File: src/rtl/csd_params.svh
// Timing counts, thresholds, encodings and status bit positions for the charge status display block.
`ifndef CSD_PARAMS_SVH
`define CSD_PARAMS_SVH
// System clock rate in hertz (50 ns period).
`define CSD_CLK_HZ 20000000
// Display on-time in milliseconds and in clock cycles.
`define CSD_DISPLAY_REQUEST_N_MS 4000
`define CSD_DISPLAY_REQUEST_N_CYC (`CSD_DISPLAY_REQUEST_N_MS * (`CSD_CLK_HZ / 1000))
// Least stable time of the request input in milliseconds and cycles.
`define CSD_DEB_MS 250
`define CSD_DEB_CYC (`CSD_DEB_MS * (`CSD_CLK_HZ / 1000))
// Half period of the low-capacity blink in milliseconds and cycles.
`define CSD_BLINK_MS 500
`define CSD_BLINK_CYC (`CSD_BLINK_MS * (`CSD_CLK_HZ / 1000))
// Segment steps and full scale in percent.
`define CSD_STEP5 20
`define CSD_STEP4 25
`define CSD_FULL_PCT 24'd100
// Temperatures are in 0.1 K; 43 C and the 5 C release margin.
`define CSD_TEMP_43C 16'd3161
`define CSD_TEMP_HYST 16'd50
// Safety threshold byte: 0.1 K = base + byte * scale.
`define CSD_SOT_BASE 16'd2731
`define CSD_SOT_SCALE 16'd10
// Cell limit nibbles: millivolts = base + nibble * step.
`define CSD_UV_BASE 16'd2000
`define CSD_UV_STEP 16'd100
`define CSD_OV_BASE 16'd3900
`define CSD_OV_STEP 16'd50
// Option bit that restricts the charge switch to the safety limit.
`define CSD_OPT_SOT_ONLY 6
// Pack safety status nibble bit positions.
`define CSD_ST_COV 0
`define CSD_ST_CUV 1
`define CSD_ST_CFC 2
`define CSD_ST_DFC 3
`endif

File: src/rtl/csd_pkg.sv
// Types shared by the charge status display modules.
package csd_pkg;
	// Display sequencer states, one-hot.
	typedef enum logic [2:0] {
		CSD_IDLE = 3'b001,
		CSD_LIT = 3'b010,
		CSD_HOLD = 3'b100
	} csd_display_request_n_state_t;
	// Request input filter state.
	typedef struct packed {
		logic [1:0] sync;
		logic level;
		logic [31:0] count;
	} csd_deb_t;
	// Whole state of the top module.
	typedef struct packed {
		csd_display_request_n_state_t state;
		logic last_level;
		logic [31:0] display_request_n_count;
		logic [31:0] blink_count;
		logic blink_phase;
		logic [4:0] seg;
		logic ot;
		logic ov_tca;
		logic term_tca;
		logic fc;
		logic oc;
		logic cov;
		logic cuv;
		logic cfc;
		logic dfc;
		logic lowcap;
		logic [15:0] cc_req;
	} csd_top_t;
endpackage : csd_pkg

File: src/rtl/csd_top.sv
// Charge status bar display, alarm flags and protection switch drive.
`timescale 1ns/1ps
`include "csd_params.svh"
// Operation
// - Request fall lights display, starts 4 s
// - Timer expiry turns display off always
// - Relight needs release then later fall
// - Request level accepted after 250 ms
// - Reference select picks full or design
// - Option selects four or five segments
// - Fifth output marks 100 % in four-segment
// - Five-segment thresholds at 20 % steps
// - Four-segment thresholds at 25 % steps
// - End-voltage-zero blanks every segment
// - Display blanked during converter calibration
// - Lit segments blink below capacity alarm
// - Cell overvoltage from voltage, cells, temperature
// - Overvoltage pulls charge switch unless discharging
// - Safety overtemperature pulls charge switch always
// - Option bit six: only safety temperature
// - Cell undervoltage when any cell low
// - Undervoltage pulls discharge switch when discharging
// - Status nibble holds flags and switches
// - Overcurrent zeroes request, sets terminate alarm
// - Max temperature sets flags with hysteresis
// - Cell undervoltage sets terminate-discharge alarm
// - Fast-charge termination sets maintenance, flags
// - Cell limits from configuration nibbles
// - Safety threshold, options from configuration bytes
module csd_top #(
	parameter logic [31:0] DISPLAY_REQUEST_N_CYCLES = `CSD_DISPLAY_REQUEST_N_CYC,
	parameter logic [31:0] DEB_CYCLES = `CSD_DEB_CYC,
	parameter logic [31:0] BLINK_CYCLES = `CSD_BLINK_CYC
) (
	input wire logic mclk,
	input wire logic srst,
	// Pushbutton pin, active low, asynchronous.
	input wire logic display_request_n,
	// High selects design capacity as the full-scale value.
	input wire logic display_reference_select,
	// High selects the five-segment display.
	input wire logic five_segment_mode,
	input wire logic [15:0] remaining_cap,
	input wire logic [15:0] full_charge_cap,
	input wire logic [15:0] design_cap,
	input wire logic [15:0] low_capacity_level,
	input wire logic end_voltage_zero_flag,
	input wire logic charge_counter_converter_cal,
	input wire logic discharging_status,
	// Pack voltage and the four cell voltages in millivolts.
	input wire logic [15:0] pack_voltage,
	input wire logic [3:0][15:0] cell_voltage,
	input wire logic [15:0] charging_voltage,
	input wire logic [15:0] overvoltage_margin,
	// Signed current in mA, charge positive.
	input wire logic [15:0] measured_current,
	input wire logic [15:0] requested_charge_current,
	input wire logic [15:0] overcurrent_margin,
	input wire logic [15:0] maintenance_current,
	// Temperatures in 0.1 K.
	input wire logic [15:0] temperature,
	input wire logic [15:0] max_charge_temp,
	// Configuration bytes: safety threshold, options, cell limits.
	input wire logic [7:0] safety_temp_byte,
	input wire logic [7:0] extra_options,
	input wire logic [7:0] cell_limit_byte,
	// Fast-charge termination event and its standing condition.
	input wire logic fast_charge_term,
	input wire logic term_condition,
	// State of charge is below the fully-charged clear level.
	input wire logic soc_below_fc_clear,
	output logic [4:0] display_segment,
	output logic charge_switch_ctl,
	output logic discharge_switch_ctl,
	output logic [3:0] pack_safety_status,
	output logic [15:0] charge_current_request,
	output logic terminate_charge_alarm,
	output logic over_temperature_alarm,
	output logic terminate_discharge_alarm,
	output logic fully_charged_flag,
	output logic low_capacity_alarm
);
	// ****************************************
	// Declarations
	// ****************************************
	// Registered state and its next value.
	csd_pkg::csd_top_t r;
	csd_pkg::csd_top_t next_r;
	// Filtered request level.
	logic req_level;
	// Full-scale reference for the bar graph.
	logic [15:0] ref_cap;
	// Segment thresholds passed.
	logic [3:0] passed;
	// Lit pattern before blanking.
	logic [4:0] pattern;
	// Decoded thresholds.
	logic [15:0] uv_limit;
	logic [15:0] ov_limit;
	logic [15:0] sot_limit;
	// Live conditions.
	logic cell_hi;
	logic cell_lo;
	logic ov_hit;
	logic oc_hit;
	logic sot_ge;
	logic sot_gt;
	logic [16:0] ov_sum;
	logic [16:0] oc_sum;

	// ****************************************
	// Request input and level compare
	// ****************************************
	// two-stage synchroniser
	csd_debounce #(
		.STABLE_CYCLES(DEB_CYCLES)
	) u_debounce (
		.mclk(mclk),
		.srst(srst),
		.pin_n(display_request_n),
		.level(req_level)
	);

	assign ref_cap = display_reference_select ? design_cap : full_charge_cap;

	csd_soc_levels u_levels (
		.remaining_cap(remaining_cap),
		.ref_cap(ref_cap),
		.five_seg(five_segment_mode),
		.passed(passed)
	);

	assign pattern = {passed, 1'b1};

	// ****************************************
	// Thresholds from configuration
	// ****************************************
	// undervoltage upper, overvoltage lower
	assign uv_limit = `CSD_UV_BASE + 16'(cell_limit_byte[7:4]) * `CSD_UV_STEP;
	assign ov_limit = `CSD_OV_BASE + 16'(cell_limit_byte[3:0]) * `CSD_OV_STEP;
	assign sot_limit = `CSD_SOT_BASE + 16'(safety_temp_byte) * `CSD_SOT_SCALE;

	// Any cell beyond either limit.
	always_comb begin
		cell_hi = 1'b0;
		cell_lo = 1'b0;
		for (int i = 0; i < 4; i++) begin
			if (cell_voltage[i] >= ov_limit) begin
				cell_hi = 1'b1;
			end
			if (cell_voltage[i] < uv_limit) begin
				cell_lo = 1'b1;
			end
		end
	end

	// Sums are widened so a large margin cannot wrap.
	assign ov_sum = 17'(charging_voltage) + 17'(overvoltage_margin);
	assign oc_sum = 17'(requested_charge_current) + 17'(overcurrent_margin);
	assign ov_hit = (17'(pack_voltage) >= ov_sum) | cell_hi;
	assign oc_hit = ~measured_current[15] & (17'(measured_current) >= oc_sum);
	assign sot_ge = temperature >= sot_limit;
	assign sot_gt = temperature > sot_limit;

	// ****************************************
	// Next-state logic
	// ****************************************
	// Computes every register's next value from the current state.
	always_comb begin
		next_r = r;
		next_r.last_level = req_level;

		// Display sequencer.
		case (r.state)
			csd_pkg::CSD_IDLE: begin
				if (r.last_level & ~req_level) begin
					next_r.state = csd_pkg::CSD_LIT;
					next_r.display_request_n_count = 32'h0;
				end
			end
			csd_pkg::CSD_LIT: begin
				if (r.display_request_n_count >= DISPLAY_REQUEST_N_CYCLES - 32'h1) begin
					next_r.display_request_n_count = 32'h0;
					next_r.state = req_level ? csd_pkg::CSD_IDLE : csd_pkg::CSD_HOLD;
				end else begin
					next_r.display_request_n_count = r.display_request_n_count + 32'h1;
				end
			end
			csd_pkg::CSD_HOLD: begin
				if (req_level) begin
					next_r.state = csd_pkg::CSD_IDLE;
				end
			end
			default: begin
				next_r.state = csd_pkg::CSD_IDLE;
			end
		endcase

		// blink timer runs only while lit
		if (r.state != csd_pkg::CSD_LIT) begin
			next_r.blink_count = 32'h0;
			next_r.blink_phase = 1'b0;
		end else if (r.blink_count >= BLINK_CYCLES - 32'h1) begin
			next_r.blink_count = 32'h0;
			next_r.blink_phase = ~r.blink_phase;
		end else begin
			next_r.blink_count = r.blink_count + 32'h1;
		end

		// Low capacity flag.
		next_r.lowcap = remaining_cap < low_capacity_level;

		// Segment outputs.
		next_r.seg = 5'h00;
		if ((r.state == csd_pkg::CSD_LIT) & ~end_voltage_zero_flag & ~charge_counter_converter_cal) begin
			if (!(r.lowcap & r.blink_phase)) begin
				next_r.seg = pattern;
			end
		end

		if (temperature >= max_charge_temp) begin
			next_r.ot = 1'b1;
		end else if ((temperature <= max_charge_temp - `CSD_TEMP_HYST) | (temperature <= `CSD_TEMP_43C)) begin
			next_r.ot = 1'b0;
		end

		next_r.cov = ov_hit | next_r.ot;
		next_r.cuv = cell_lo;
		next_r.oc = oc_hit;

		// Overvoltage terminate alarm holds until discharge; set wins.
		if (ov_hit) begin
			next_r.ov_tca = 1'b1;
		end else if (discharging_status) begin
			next_r.ov_tca = 1'b0;
		end

		if (fast_charge_term) begin
			next_r.term_tca = 1'b1;
		end else if (discharging_status | ~term_condition) begin
			next_r.term_tca = 1'b0;
		end
		if (fast_charge_term) begin
			next_r.fc = 1'b1;
		end else if (soc_below_fc_clear) begin
			next_r.fc = 1'b0;
		end

		// Charge current request.
		// overcurrent requests zero
		if (oc_hit | next_r.ot | ov_hit) begin
			next_r.cc_req = 16'h0000;
		end else if (next_r.fc) begin
			next_r.cc_req = maintenance_current;
		end else begin
			next_r.cc_req = requested_charge_current;
		end

		// Charge switch, active low.
		if (extra_options[`CSD_OPT_SOT_ONLY]) begin
			next_r.cfc = ~sot_gt;
		end else begin
			next_r.cfc = ~(sot_ge | (next_r.cov & ~discharging_status));
		end
		next_r.dfc = ~(next_r.cuv & discharging_status);
	end

	// ****************************************
	// State register
	// ****************************************
	// reset turns segments off
	always_ff @(posedge mclk) begin
		if (srst) begin
			r <= '{
				state: csd_pkg::CSD_IDLE,
				last_level: 1'b1,
				display_request_n_count: 32'h0,
				blink_count: 32'h0,
				blink_phase: 1'b0,
				seg: 5'h00,
				ot: 1'b0,
				ov_tca: 1'b0,
				term_tca: 1'b0,
				fc: 1'b0,
				oc: 1'b0,
				cov: 1'b0,
				cuv: 1'b0,
				cfc: 1'b1,
				dfc: 1'b1,
				lowcap: 1'b0,
				cc_req: 16'h0000
			};
		end else begin
			r <= next_r;
		end
	end

	// ****************************************
	// Outputs
	// ****************************************
	assign display_segment = r.seg;
	assign charge_switch_ctl = r.cfc;
	assign discharge_switch_ctl = r.dfc;
	assign pack_safety_status[`CSD_ST_COV] = r.cov;
	assign pack_safety_status[`CSD_ST_CUV] = r.cuv;
	assign pack_safety_status[`CSD_ST_CFC] = r.cfc;
	assign pack_safety_status[`CSD_ST_DFC] = r.dfc;
	assign charge_current_request = r.cc_req;
	assign terminate_charge_alarm = r.oc | r.ot | r.ov_tca | r.term_tca;
	assign over_temperature_alarm = r.ot;
	assign terminate_discharge_alarm = r.cuv;
	assign fully_charged_flag = r.fc;
	assign low_capacity_alarm = r.lowcap;
endmodule : csd_top

File: src/rtl/csd_debounce.sv
// Synchroniser and stable-level filter for the display request pin.
`timescale 1ns/1ps
`include "csd_params.svh"
module csd_debounce #(
	parameter logic [31:0] STABLE_CYCLES = `CSD_DEB_CYC
) (
	input wire logic mclk,
	input wire logic srst,
	input wire logic pin_n,
	output logic level
);
	// Registered state and its next value.
	csd_pkg::csd_deb_t r;
	csd_pkg::csd_deb_t next_r;

	// The second sync stage alone feeds the filter; a new level is
	// accepted only after it has held for the full stable time.
	always_comb begin
		next_r = r;
		next_r.sync = {r.sync[0], pin_n};
		if (r.sync[1] == r.level) begin
			next_r.count = 32'h0;
		end else if (r.count >= STABLE_CYCLES - 32'h1) begin
			next_r.level = r.sync[1];
			next_r.count = 32'h0;
		end else begin
			next_r.count = r.count + 32'h1;
		end
	end

	// Reset to the idle (released) level.
	always_ff @(posedge mclk) begin
		if (srst) begin
			r <= '{sync: 2'h3, level: 1'b1, count: 32'h0};
		end else begin
			r <= next_r;
		end
	end

	assign level = r.level;
endmodule : csd_debounce

File: src/rtl/csd_soc_levels.sv
// Compares remaining capacity against the segment thresholds.
`timescale 1ns/1ps
`include "csd_params.svh"
module csd_soc_levels (
	input wire logic [15:0] remaining_cap,
	input wire logic [15:0] ref_cap,
	input wire logic five_seg,
	output logic [3:0] passed
);
	// Remaining capacity times 100, compared against the reference times each step percent.
	logic [23:0] rem_x100;
	assign rem_x100 = 24'(remaining_cap) * `CSD_FULL_PCT;

	// Step k is passed at (k+1) x 20 % or (k+1) x 25 %; the last
	// 25 % step is the 100 % mark used by the fifth output.
	for (genvar k = 0; k < 4; k++) begin : g_step
		logic [23:0] pct;
		assign pct = five_seg ? 24'(`CSD_STEP5 * (k + 1)) : 24'(`CSD_STEP4 * (k + 1));
		assign passed[k] = rem_x100 >= 24'(ref_cap) * pct;
	end
endmodule : csd_soc_levels

File: config.mk
export PLATFORM = sky130hd
export DESIGN_NAME = csd_top
export DESIGN_NICKNAME = d
export VERILOG_FILES = /design/src/rtl/csd_pkg.sv /design/src/rtl/csd_top.sv /design/src/rtl/csd_debounce.sv /design/src/rtl/csd_soc_levels.sv
export VERILOG_INCLUDE_DIRS = /design/src /design/src/rtl
export SDC_FILE = /design/constraint.sdc
export NUM_CORES = 1
export LEC_CHECK = 0
export ABC_AREA = 1
export BUFFER_PORTS_ARGS = -buffer_cell sky130_fd_sc_hd__buf_4
export CORE_MARGIN = 2
export CORE_UTILIZATION = 45
export DETAILED_ROUTE_END_ITERATION = 8
export GPL_TIMING_DRIVEN = 1
export PLACE_DENSITY = 0.69
export SYNTH_ARGS = -nofsm -noshare
export SYNTH_HDL_FRONTEND = slang
export SYNTH_SLANG_ARGS = --single-unit
File: constraint.sdc
create_clock -name mclk -period 7.95 [get_ports mclk]
set_clock_uncertainty 0.15 [all_clocks]
set_input_delay 0.3975 -clock mclk [delete_from_list [all_inputs] [get_ports mclk]]
set_output_delay 0.3975 -clock mclk [all_outputs]
set_load 0.01 [all_outputs]
# == Word level (Yosys, flattened, before mapping) ==
# Cells that the tools add are included.
# word_totals
ff_bits,135
in_bits,307
output_inout_bits,32
elab_cells,142
# op_classes
addsub,9
n_mul,8
magnitude_cmp,23
n_eq_ne,8
muxes,32
n_bitwise,29
n_reduce_logical,12
# op_table
op,n
$add A32 B1 Y32 const B,3
$ge A23 B24 Y1,4
$mul A16 B24 Y24,4
$ge A16 B13 Y1,5
$lt A16 B12 Y1,4
$mux W32,2
$pmux W32 S2,1
$add A16 B16 Y17,2
$ge A16 B17 Y1,2
$ge A32 B23 Y1 const B,1
$ge A32 B24 Y1 const B,1
$ge A32 B27 Y1 const B,1
$mux W16,2
$mul A16 B5 Y21 const B,1
$mul A4 B5 Y9 const B,2
$mux W1,18
$ge A16 B16 Y1,1
$gt A16 B13 Y1,1
$le A16 B12 Y1 const B,1
$le A16 B16 Y1,1
$lt A16 B16 Y1,1
$sub A16 B6 Y16 const B,1
$add A12 B10 Y13 const A,1
$add A12 B12 Y13 const A,1
other kinds (23),60

# == Longest topological paths before layout ==
# depth
ltp_word,13
ltp_mapped,37
mapped_depth_nobuf,36

# == Hierarchy ==
# Synthesis repeated with hierarchy kept, for this count alone.
# unflattened
hier_cells,3319
hier_area_um2,23785.3
# modules_own_cells
mod,instances,cells_each,area_per_inst_um2,seq_area_each_um2
csd_top,1,1564,11264.6,2001.9
csd_soc_levels,1,1539,10909.2,0.0
csd_debounce,1,216,1611.5,700.7

# == Worst setup path after synthesis ==
# No wires, ideal clock.
# synth_path
kind,input port to flip-flop
from,input display_reference_select
to,"register r, in the netlist display_segment[3]"
setup_ns,0.114
t_arrival_ns,5.680
slack_ns,2.007
stages,32
path_buffers,2
cell_sequence,buf_2 > buf_2 > mux2i_1 > nor2_1 > inv_1 > o21ai_0 > inv_1 > ha_1 > fa_1 > fa_1 > inv_1 > fa_1 > inv_1 > ha_1 > a21oi_1 > o21ai_0 > a21oi_1 > nor2_1 > nor2_1 > o21ai_1 > nand4_1 > nand2_1 > xnor2_1 > ha_1 > a21oi_1 > nor2_1 > a211oi_1 > nand2_1 > nand2_1 > nand2_1 > a21oi_1 > nor2_1
# synth_via
elab_chain_len,3
# synth_rtl
element,line_no,rtl
start: declaration,csd_top.sv:40,"input wire logic display_reference_select,"
$mux W16,csd_top.sv:124,assign ref_cap = display_reference_select ? design_cap : full_charge_cap;
$mul A16 B24 Y24,csd_soc_levels.sv:19,assign passed[k] = rem_x100 >= 24'(ref_cap) * pct;
$ge A23 B24 Y1,csd_soc_levels.sv:19,
end signal: assignment,csd_top.sv:274,r <= '{
end signal: assignment,csd_top.sv:294,r <= next_r;
end: declaration,csd_top.sv:87,csd_pkg::csd_top_t r;
# No other way between the ends.
# A chain may end at the register's enable or synchronous reset.

# == Final worst setup path ==
# Ends and elaborated chain as after synthesis.

==> flow_summary.toml <==
[drt]
num_vias = 21100
post_drt_via_cell_ratio = 4.996
wl_per_cell_um = 13.84
firstDrtPassIters = 5
drt_iter0_drc = 917
postRouteAntennaNets = 0
routed_wl_um = 58460
drc = 0

[placed_design]
io_buffer_count = 331
place_hpwl_um = 51420
routabilityCongestion = 0.9268
dpl_cell_area_sq_um = 26600
numPlacedInstances = 4192
place_ws_ns = 1.241

[grt]
grt_usage = 0.2143
antenna_found_initial = 0
grt_pass1_vias = 20230
grt_remaining_overflow = 0
grt_pass1_wl_um = 95150
grt_max_degree = 43

[clock_tree]
cts_tree = "built"
cts.htree.levels = 4
cts_buffers = 17
clock_latency_ns = 0.43
cts-root-buf = "clkbuf_16"
post_cts_buffers = 0
cts_sinks = 135
clk_pin_slew_ns = 0.06
cts_buffer_depth = 2

[critical_path]
worst-path-max-fanout = 30
crit_slowest_cell = "mux2i_1"
path_common_cell = "inv_1"
worstSetupEndpointType = "register"
crit_type = "in2reg"
worstPathArrival_ns = 6.43
cpPeakStageDelay_ns = 0.58
worstPathRequired_ns = 8.12
start_kind = "input pin"

[logic_synthesis]
ys_ff_latch = 135
synth_edf_count = 0
postSynthAreaPerCell_sq_um = 7.301
synth_area_sq_um = 23510
synthFlopType = "dfxtp_1"
yosysSeqAreaShare = 0.1150
synthArstFlopShare = 0
synth_top_area_cell = "ha_1"
synthDistinctLibCells = 61
synthTopCellsByCount = "601 x inv_1, 534 x nand2_1, 521 x ha_1"
synth_most_common_cell = "inv_1"
synth.top_cell.area_share = 0.2773
synth_area_leaders = "ha_1 28%, dfxtp_1 11%, fa_1 9.9%"
syn_inst = 3220
yosys_warnings = 0

[sta]
final_hold_viol_count = 0
setup_violations = 0
period_minus_slack_ns = 6.268
slew_headroom = 0.2435
rsz0062_at_grt = "no"
fmax_mhz = 159.6
timing.final.ws_setup_ns = 1.682
hold-worst-slack_ns = 0.05557
period_share = 0.7884
fin_setup_tns_ns = 0
drv_slew = 0
worstMarginPinSlew_ns = 1.135

[cells_and_area]
layout-drive-gt1-share = 0.1213
antenna_cells = 0
final_cell_area_sq_um = 27240
areaGrowthSynthToFinish_pct = 15.86
finalNonFillerCells = 4224
fin_util = 0.5288
finalNetCount = 4477

[die]
core_sq_um = 51510
row_count = 83
io-pin-count = 339
start_util = 0.4564
die_width_um = 232.6
die_h_um = 232.6
dieArea_sq_um = 54090

[power_and_ir_drop]
ir_drop_v = 0.0001679
p_leak_nw = 14.37
powerDensity_nw_per_um2 = 233.2
power_mw = 6.351

[run]
max_cap_viol_count = 0

[hold_path]
hold_class = "in2reg"

[run_status]
status = "complete, no violations"
-- worst max-delay path: cells and delay by family --
family,cells,cell delay (ns)
simple gates,11,0.97
xor+xnor,1,0.13
fa+ha+maj,6,2.39
mux,1,0.58
compound gates,8,1.30
buf+inv,7,0.65
-- timing repair --
item                                   4_1_cts  5_1_grt
hold buffers                                 2        0
endpoints found under the hold margin        2        0
resized for setup                            0        0
-- layout by cell type, fill, tap and decap left out, types with 9 or more instances in the layout --
cell type,synthesis,routed
fa_1,116,116
conb_1,1,22
ha_1,521,521
nor4_1,19,19
o21bai_1,13,13
xor2_1,123,123
buf_4,25,333
clkbuf_16,0,17
a31oi_1,12,12
o21ai_0,114,114
o21ai_1,12,12
a21o_1,9,9
xnor2_1,59,59
nand4_1,47,47
or2_2,13,13
nor3_1,73,73
nand3_1,102,102
inv_1,601,601
mux2i_1,18,18
nor2_1,229,229
dfxtp_1,135,135
a21oi_1,259,259
nor3_2,14,14
a211oi_1,13,13
nand2_1,534,534
-- layout make-up --
| type | instances | area [sq um] |
|---|---|---|
| clock buffer | 23 | 478.0 |
| clock inverter | 7 | 143.9 |
| fill | 5076 | 24270 |
| timing repair buffer | 335 | 2520 |
| multi-input combinational | 2436 | 18260 |
| sequential | 135 | 2703 |
| tap | 680 | 850.8 |
| inverter | 608 | 2282 |
-- registers in the layout, summed over array words and instances, names as in the netlist --
name / flops
charge_current_request: 16
u_debounce.next_r: 1
u_debounce.r: 33
pack_safety_status: 1
terminate_discharge_alarm: 1
u_debounce.level: 1
fully_charged_flag: 1
low_capacity_alarm: 1
discharge_switch_ctl: 1
r: 72
charge_switch_ctl: 1
over_temperature_alarm: 1
display_segment: 5
-- kinds of logic (layout without fill, tap and decap cells) --
family | after synthesis | after routing | synth area share
other | 1 | 22 | 0.0001595
buffers and inverters | 670 | 973 | 0.1117
adder cells (fa/ha/maj) | 637 | 637 | 0.3761
multiplexers | 18 | 18 | 0.007664
XOR/XNOR | 182 | 182 | 0.06780
flip-flops | 135 | 135 | 0.1150
AO/OA/AOI/OAI | 491 | 491 | 0.1168
AND/OR/NAND/NOR | 1086 | 1086 | 0.2049
-- power breakdown --
part	internal, mW	switching (mW)	leakage [nW]	total (mW)
sequential	0.686	0.00397	1.10	0.690
clock	0.547	0.288	0.296	0.834
combinational	1.98	2.85	13.0	4.83
total	3.21	3.14	14.4	6.35
-- worst paths after layout --
| kind | end | slack [ns] | start | cells past startpoint |
|---|---|---|---|---|
| worst max-delay path | display_segment[3]$_SDFF_PP0_ | 1.68 | display_reference_select | 34 |
| worst min-delay path | charge_switch_ctl$_SDFF_PP1_ | 0.06 | extra_options[6] | 3 |
| worst max register to register | r[42]$_SDFF_PP0_ | 5.57 | r[32]$_SDFF_PP0_ | 10 |
| worst min register to register | u_debounce.r[34]$_SDFF_PP1_ | 0.28 | u_debounce.next_r[34]$_SDFF_PP1_ | 1 |
-- per-layer routing --
metal,up-vias,GRT usage,part of all wire
li1,11110,-,-
met1,9533,0.2741,0.46
met2,387,0.3797,0.47
met3,77,0.02549,0.039
met4,0,0.05613,0.024
met5,-,0,0
Note: power is estimated with default switching activity, not from simulation.
